<file path="src/bmi_cfg.svh">
`ifndef BMI_CFG_SVH
`define BMI_CFG_SVH

`define BMI_CLK_HZ       10000000
`define BMI_DIV_RATIO    256
`define BMI_DIV_W        8
`define BMI_SAMPLE_CNT   8'h7F
`define BMI_MODE_BITS    64
`define BMI_ENDIAN_BIT   8
`define BMI_MULT_LSB     5
`define BMI_MULT_W       3
`define BMI_MULT_BASE    4'h2
`define BMI_MULT_MIN     4'h2
`define BMI_MULT_MAX     4'h8
`define BMI_SPEED_BIT_A  20
`define BMI_SPEED_BIT_B  33
`define BMI_PIN_CNT      5

`endif

</file>
<file path="src/bmi_pkg.sv">
`default_nettype none
package bmi_pkg;
  typedef enum logic [3:0] {
    BMI_IDLE = 4'h1,
    BMI_LOAD = 4'h2,
    BMI_HOLD = 4'h4,
    BMI_RUN  = 4'h8
  } bmi_state_t;
endpackage : bmi_pkg
`default_nettype wire

</file>
<file path="src/bmi_reset_boot.sv">
`include "bmi_cfg.svh"
`default_nettype none
module bmi_reset_boot #(
  parameter int unsigned MODE_BITS = `BMI_MODE_BITS
) (
  input  wire logic                   clk_sys_i,          // Master clock, 10 MHz
  input  wire logic                   rst_n_i,            // Sync reset, active low
  input  wire logic                   supply_good_i,      // Supply stable, pin
  input  wire logic                   power_on_reset_n_i, // Cold reset pin
  input  wire logic                   sys_reset_n_i,      // General reset pin
  input  wire logic                   boot_serial_in_i,   // Mode ROM data
  input  wire logic                   byte_order_sel_i,   // Byte order pin
  output logic                        boot_serial_clk_o,  // Mode ROM clock
  output logic [MODE_BITS-1:0]        mode_word_o,        // Captured mode bits
  output logic                        mode_valid_o,       // Mode bits complete
  output logic                        core_reset_n_o,     // Core out of reset
  output logic                        warm_reset_o,       // Warm reset active
  output logic                        big_endian_o,       // Effective byte order
  output logic [3:0]                  pll_mult_o,         // Pipeline clock factor
  output bmi_pkg::bmi_state_t         state_o             // Sequencer state
);
  import bmi_pkg::*;

  localparam int unsigned CW = (MODE_BITS > 1) ? $clog2(MODE_BITS) : 1;

  function automatic logic [3:0] mult_clamp(input logic [`BMI_MULT_W-1:0] code);
    logic [3:0] m;
    m = 4'({1'b0, code}) + `BMI_MULT_BASE;
    if (m > `BMI_MULT_MAX) begin
      m = `BMI_MULT_MAX;
    end
    return m;
  endfunction : mult_clamp

  // Pin synchronisers: three stages, change taken once stages 2 and 3 agree
  logic [`BMI_PIN_CNT-1:0][2:0] sync_q, sync_d;
  logic [`BMI_PIN_CNT-1:0]      flt_q, flt_d;
  logic [`BMI_PIN_CNT-1:0]      pins;
  logic                         sg, por_n, srst_n, sin, bsel;

  assign pins = {supply_good_i, power_on_reset_n_i, sys_reset_n_i,
                 boot_serial_in_i, byte_order_sel_i};

  always_comb begin
    for (int k = 0; k < `BMI_PIN_CNT; k++) begin
      sync_d[k] = {sync_q[k][1:0], pins[k]};
      flt_d[k]  = (sync_q[k][1] == sync_q[k][2]) ? sync_q[k][2] : flt_q[k];
    end
  end

  always_ff @(posedge clk_sys_i) begin
    if (!rst_n_i) begin
      sync_q <= '0;
      flt_q  <= '0;
    end else begin
      sync_q <= sync_d;
      flt_q  <= flt_d;
    end
  end

  assign sg     = flt_q[4];
  assign por_n  = flt_q[3];
  assign srst_n = flt_q[2];
  assign sin    = flt_q[1];
  assign bsel   = flt_q[0];

  // Free-running divider; ROM clock toggles at mid and end of count
  logic [`BMI_DIV_W-1:0] div_q, div_d;
  logic                  sclk_q, sclk_d;
  logic                  sample;

  always_comb begin
    div_d  = div_q + `BMI_DIV_W'(1);
    sclk_d = div_d[`BMI_DIV_W-1];
    sample = (div_q == `BMI_SAMPLE_CNT);
  end

  always_ff @(posedge clk_sys_i) begin
    if (!rst_n_i) begin
      div_q  <= '0;
      sclk_q <= 1'b0;
    end else begin
      div_q  <= div_d;
      sclk_q <= sclk_d;
    end
  end

  // Sequencer
  bmi_state_t           state_q, state_d;
  logic [MODE_BITS-1:0] mode_q, mode_d;
  logic [CW-1:0]        bit_q, bit_d;
  logic                 warm_q, warm_d;
  logic                 rel_q, rel_d;
  logic                 endian_q, endian_d;
  logic [3:0]           mult_q, mult_d;

  always_comb begin
    state_d = state_q;
    mode_d  = mode_q;
    bit_d   = bit_q;
    warm_d  = warm_q;
    case (state_q)
      BMI_IDLE: begin
        if (sg) begin
          state_d = BMI_LOAD;
          mode_d  = '0;
          bit_d   = '0;
        end
      end
      BMI_LOAD: begin
        // Sampled at the ROM clock rising edge, data had almost a full period to settle
        if (sample) begin
          mode_d = {sin, mode_q[MODE_BITS-1:1]};
          bit_d  = bit_q + CW'(1);
          if (bit_q == CW'(MODE_BITS - 1)) begin
            state_d = BMI_HOLD;
          end
        end
      end
      BMI_HOLD: begin
        // Release only once both reset pins are clear; mode is complete by now
        if (por_n && srst_n) begin
          state_d = BMI_RUN;
          warm_d  = 1'b0;
        end
      end
      BMI_RUN: begin
        if (!por_n) begin
          state_d = BMI_HOLD;
          warm_d  = 1'b0;
        end else if (!srst_n) begin
          state_d = BMI_HOLD;
          warm_d  = 1'b1;
        end
      end
      default: begin
        state_d = BMI_IDLE;
      end
    endcase
    // Losing supply aborts everything and forces a fresh ROM read
    if (!sg) begin
      state_d = BMI_IDLE;
      warm_d  = 1'b0;
    end
    rel_d    = (state_d == BMI_RUN);
    endian_d = mode_q[`BMI_ENDIAN_BIT] | bsel;
    mult_d   = mult_clamp(mode_q[`BMI_MULT_LSB +: `BMI_MULT_W]);
  end

  always_ff @(posedge clk_sys_i) begin
    if (!rst_n_i) begin
      state_q  <= BMI_IDLE;
      mode_q   <= '0;
      bit_q    <= '0;
      warm_q   <= 1'b0;
      rel_q    <= 1'b0;
      endian_q <= 1'b0;
      mult_q   <= `BMI_MULT_MIN;
    end else begin
      state_q  <= state_d;
      mode_q   <= mode_d;
      bit_q    <= bit_d;
      warm_q   <= warm_d;
      rel_q    <= rel_d;
      endian_q <= endian_d;
      mult_q   <= mult_d;
    end
  end

  assign boot_serial_clk_o = sclk_q;
  assign mode_word_o       = mode_q;
  assign mode_valid_o      = (state_q == BMI_HOLD) || (state_q == BMI_RUN);
  assign core_reset_n_o    = rel_q;
  assign warm_reset_o      = warm_q;
  assign big_endian_o      = endian_q;
  assign pll_mult_o        = mult_q;
  assign state_o           = state_q;
endmodule : bmi_reset_boot
`default_nettype wire

</file>
<file path="config.mk">
export PLATFORM = sky130hd
export DESIGN_NAME = bmi_reset_boot
export DESIGN_NICKNAME = d
export VERILOG_FILES = /design/src/bmi_pkg.sv /design/src/bmi_reset_boot.sv
export VERILOG_INCLUDE_DIRS = /design/src
export SDC_FILE = /design/constraint.sdc
export NUM_CORES = 1
export LEC_CHECK = 0
export BUFFER_PORTS_ARGS = -buffer_cell sky130_fd_sc_hd__buf_2
export CORE_ASPECT_RATIO = 1.25
export CORE_UTILIZATION = 25
export CTS_CLUSTER_DIAMETER = 150
export DETAILED_ROUTE_END_ITERATION = 8
export PLACE_DENSITY = 0.41
export SLEW_MARGIN = 5
export SYNTH_ARGS = -nofsm -noshare
export SYNTH_HDL_FRONTEND = slang
export SYNTH_SLANG_ARGS = --single-unit
export TNS_END_PERCENT = 30
</file>
<file path="constraint.sdc">
create_clock -name clk_sys_i -period 2.2 [get_ports clk_sys_i]
set_input_delay 0.66 -clock clk_sys_i [delete_from_list [all_inputs] [get_ports clk_sys_i]]
set_output_delay 0.66 -clock clk_sys_i [all_outputs]
set_load 0.01 [all_outputs]
</file>
==> results by group <==
Timing
  • Final Hold Viols: 0
  • Period utilization: 91.6%
  • Final setup viols: 0
  • Hold Slack: 0.433 ns
  • Fmax: 496 MHz
  • Setup ws final: 0.185 ns
  • Final Skew: 0.00968 ns
  • Final TNS setup: 0 ns
  • Final min period: 2.01 ns
  • Relative slew slack: 66.4%
  • RSZ-0062 raised after global routing: no
  • Max Slew Vio Count: 0
  • Least-Margin Pin Slew: 0.497 ns

Outcome
  • Status: finished, final reports clean

Die
  • Starting Density: 25.9%
  • Die Area: 17500 sq um
  • Die width: 119 um
  • I/O pin total: 84
  • Core footprint: 16400 sq um
  • Die Height: 148 um
  • Row cnt: 52

CTS
  • Number of H-tree levels: 3
  • CTS clk-pin slew, worst paths: 0.07 ns
  • Clock Latency Late Sink: 0.35 ns
  • Hold-fix buffers, CTS: 0
  • CTS Sinks: 109
  • Cts bufs inserted: 9
  • CTS root buffer: clkbuf_16
  • CTS tree: yes
  • Clock Path Buffers: 2
  • Post-CTS Setup Inserts: 0

Cells and area
  • Commonest non-fill, non-tap cell in the layout: nand3_1
  • Fill cell count: 1745
  • Most frequent cells in the layout: nand3_1, dfxtp_1, buf_2
  • Layout cells sized above 1: 22.9%
  • Final core occ: 32.1%
  • Fin nets: 543
  • Area Overhead vs Synth: 23.8%
  • Diode count: 0

Yosys
  • Synth warn: 0
  • Post-Synthesis Cells: 463
  • Post-synthesis sequential area ratio: 51.3%
  • #FFs+latches synth: 109
  • Synthesized area: 4250 sq um
  • Synth top area share: 51.3%
  • Yosys top cell by area: dfxtp_1
  • Syn Area/Cell: 9.18 sq um
  • Synth top area cells: dfxtp_1, nand3_1, a21boi_0, and2_1, clkbuf_1
  • Syn Nets: 474
  • Library cells used by synthesis: 39

GRT
  • Met3 Resource Use GR: 2.39%
  • Met1 usage: 15.6%
  • First-pass GRT wire length: 17.5 mm
  • Remaining global-route overflow: 0
  • Number of antenna violations at the first check in global routing: 0
  • Met2 GRT Util: 20.2%
  • Largest net degree at the start of global routing: 82
  • Gr usage total: 12.5%
  • Global routing's busiest layer: met2
  • Vias in the first global route: 3426

Pwr
  • Leakage power: 2.01 nW
  • Power density cells: 687 nW/um^2
  • Maximum vdd ir drop: 0.254 mV
  • Final total power: 3.62 mW

Place
  • Dpl ws: 0.142 ns
  • Final HPWL DP: 6.74 mm
  • GPL Wtd Cong: 0.671
  • PortBufs: 83

Job
  • MaxCap Viol Count: 0

Hold path
  • Min-Delay Endpoint: sync_d[11]
  • Hold path cells: 1
  • Hold Startpoint: sync_d[10]
  • Hold/Removal Path Class: reg2reg

Critical path
  • Worst Setup Path Type: reg2reg
  • Worst R2R Path Depth: 4
  • Crit-path max FO: 4
  • Worst Setup End Kind: flip-flop
  • Crit path arrival time: 2.29 ns
  • Startpoint Class: flip-flop
  • R2R Path End: bit_q[5]
  • Reg2Reg Setup Slack: 0.19 ns
  • RR Startpoint: state_o[2]
  • WP data required: 2.48 ns

Routing
  • # DRC: 0
  • Routed Antenna Nets: 0
  • First-pass iteration count of the detailed router: 5
  • DR vias/cell: 4.75
  • Final WL: 10.6 mm
  • Routed wire length per instance: 14.1 um
  • DR vias: 3575
  • DR iter-0 viols: 177
layout make-up:
cell class | count | area [sq um] | area share, %
Sequential cell | 109 | 2180 | 41.5
Multi-Input combinational cell | 309 | 1910 | 36.4
Timing Repair Buffer | 100 | 606 | 11.5
Tap cell | 216 | 270 | 5.14
Clock buffer | 13 | 260 | 4.95
Clock inverter | 3 | 18.8 | 0.357
Inverter | 3 | 11.3 | 0.214
per-stage QoR:
step                      instance area (sq um)  cells
after global placement                     4980    737
after floorplan                            4250    463
after CTS                                  5260    753
final                                      5260    753
after detailed placement                   4980    737
after global routing                       5260    753
registers in the layout (all words and copies together), names as in the netlist:
register	cells
big_endian_o	1
warm_reset_o	1
state_o	4
mode_word_o	64
sync_q	5
pll_mult_o	4
bit_q	6
core_reset_n_o	1
flt_q	5
div_q	8
sync_d	10
critical path: stages, from the launching register on:
cell     delay, ns
dfxtp_1       0.33
or4b_4        0.57
or4_4         0.56
or3_1         0.35
a21oi_1       0.13
where the power goes:
part | switching, mW | leakage [nW] | internal [mW]
clock | 0.719 | 0.140 | 0.832
sequential | 0.00705 | 0.880 | 1.99
combinational | 0.0352 | 0.987 | 0.0352
total | 0.761 | 2.01 | 2.86
cells in the mapped netlist:
library cell	instances
nand4_1	1
nand2_1	14
and4b_1	1
nor3_1	3
a22oi_1	1
xor2_1	3
or4b_2	1
o21ai_0	11
and2_1	23
mux2i_1	1
ha_1	4
nand4b_1	1
inv_1	3
a21boi_1	13
nor2_1	4
nand3_1	138
o41ai_1	1
a211oi_1	1
dfxtp_1	109
o31ai_1	1
o21a_1	1
a21oi_1	2
buf_1	4
xnor2_1	7
o22ai_1	1
buf_6	1
or3_1	2
nor2b_1	2
clkbuf_1	30
or4b_4	1
and3_1	5
nor4b_1	3
buf_2	6
a21boi_0	58
or4_4	1
buf_4	1
o31a_1	1
nor4_1	2
and3b_1	1
cells by family (layout without fill, tap and decap cells):
| group | after synthesis | in the layout | share of synthesized area, % |
|---|---|---|---|
| DFF | 109 | 109 | 51.3 |
| muxes | 1 | 1 | 0.236 |
| buffers and inverters | 45 | 119 | 4.42 |
| and+or+nand+nor | 203 | 203 | 25.4 |
| xor gates and xnor gates | 10 | 10 | 2.06 |
| AOI/OAI and AO/OA | 91 | 91 | 15.3 |
| adders and majority gates | 4 | 4 | 1.18 |
repair_timing:
action / in CTS / in global routing
hold endpoints to repair: 0 / 0
gates resized for setup: 0 / 2
setup endpoints to repair: 0 / 1
how the worst max path moves through the flow:
stage	from	endpoint	slack, ns	cells after the start
6_report	state_o[2]	bit_q[5]	0.19	4
2_1_floorplan	state_o[1]	bit_q[5]	0.1	5
4_1_cts	state_o[2]	mode_valid_o	0.05	4
5_1_grt	state_o[2]	mode_valid_o	0.10	4
3_5_place_dp	state_o[0]	mode_word_o[30]	0.14	5
3_3_place_gp	state_o[0]	bit_q[5]	0.19	4
metal layers:
layer  part of all wire [%]  routed length (um)
met1                     47                4980
met2                     46                4870
met3                    4.9                 517
met4                    2.3                 247
met5                      0                   0
Power figures use the tool's default switching activity.
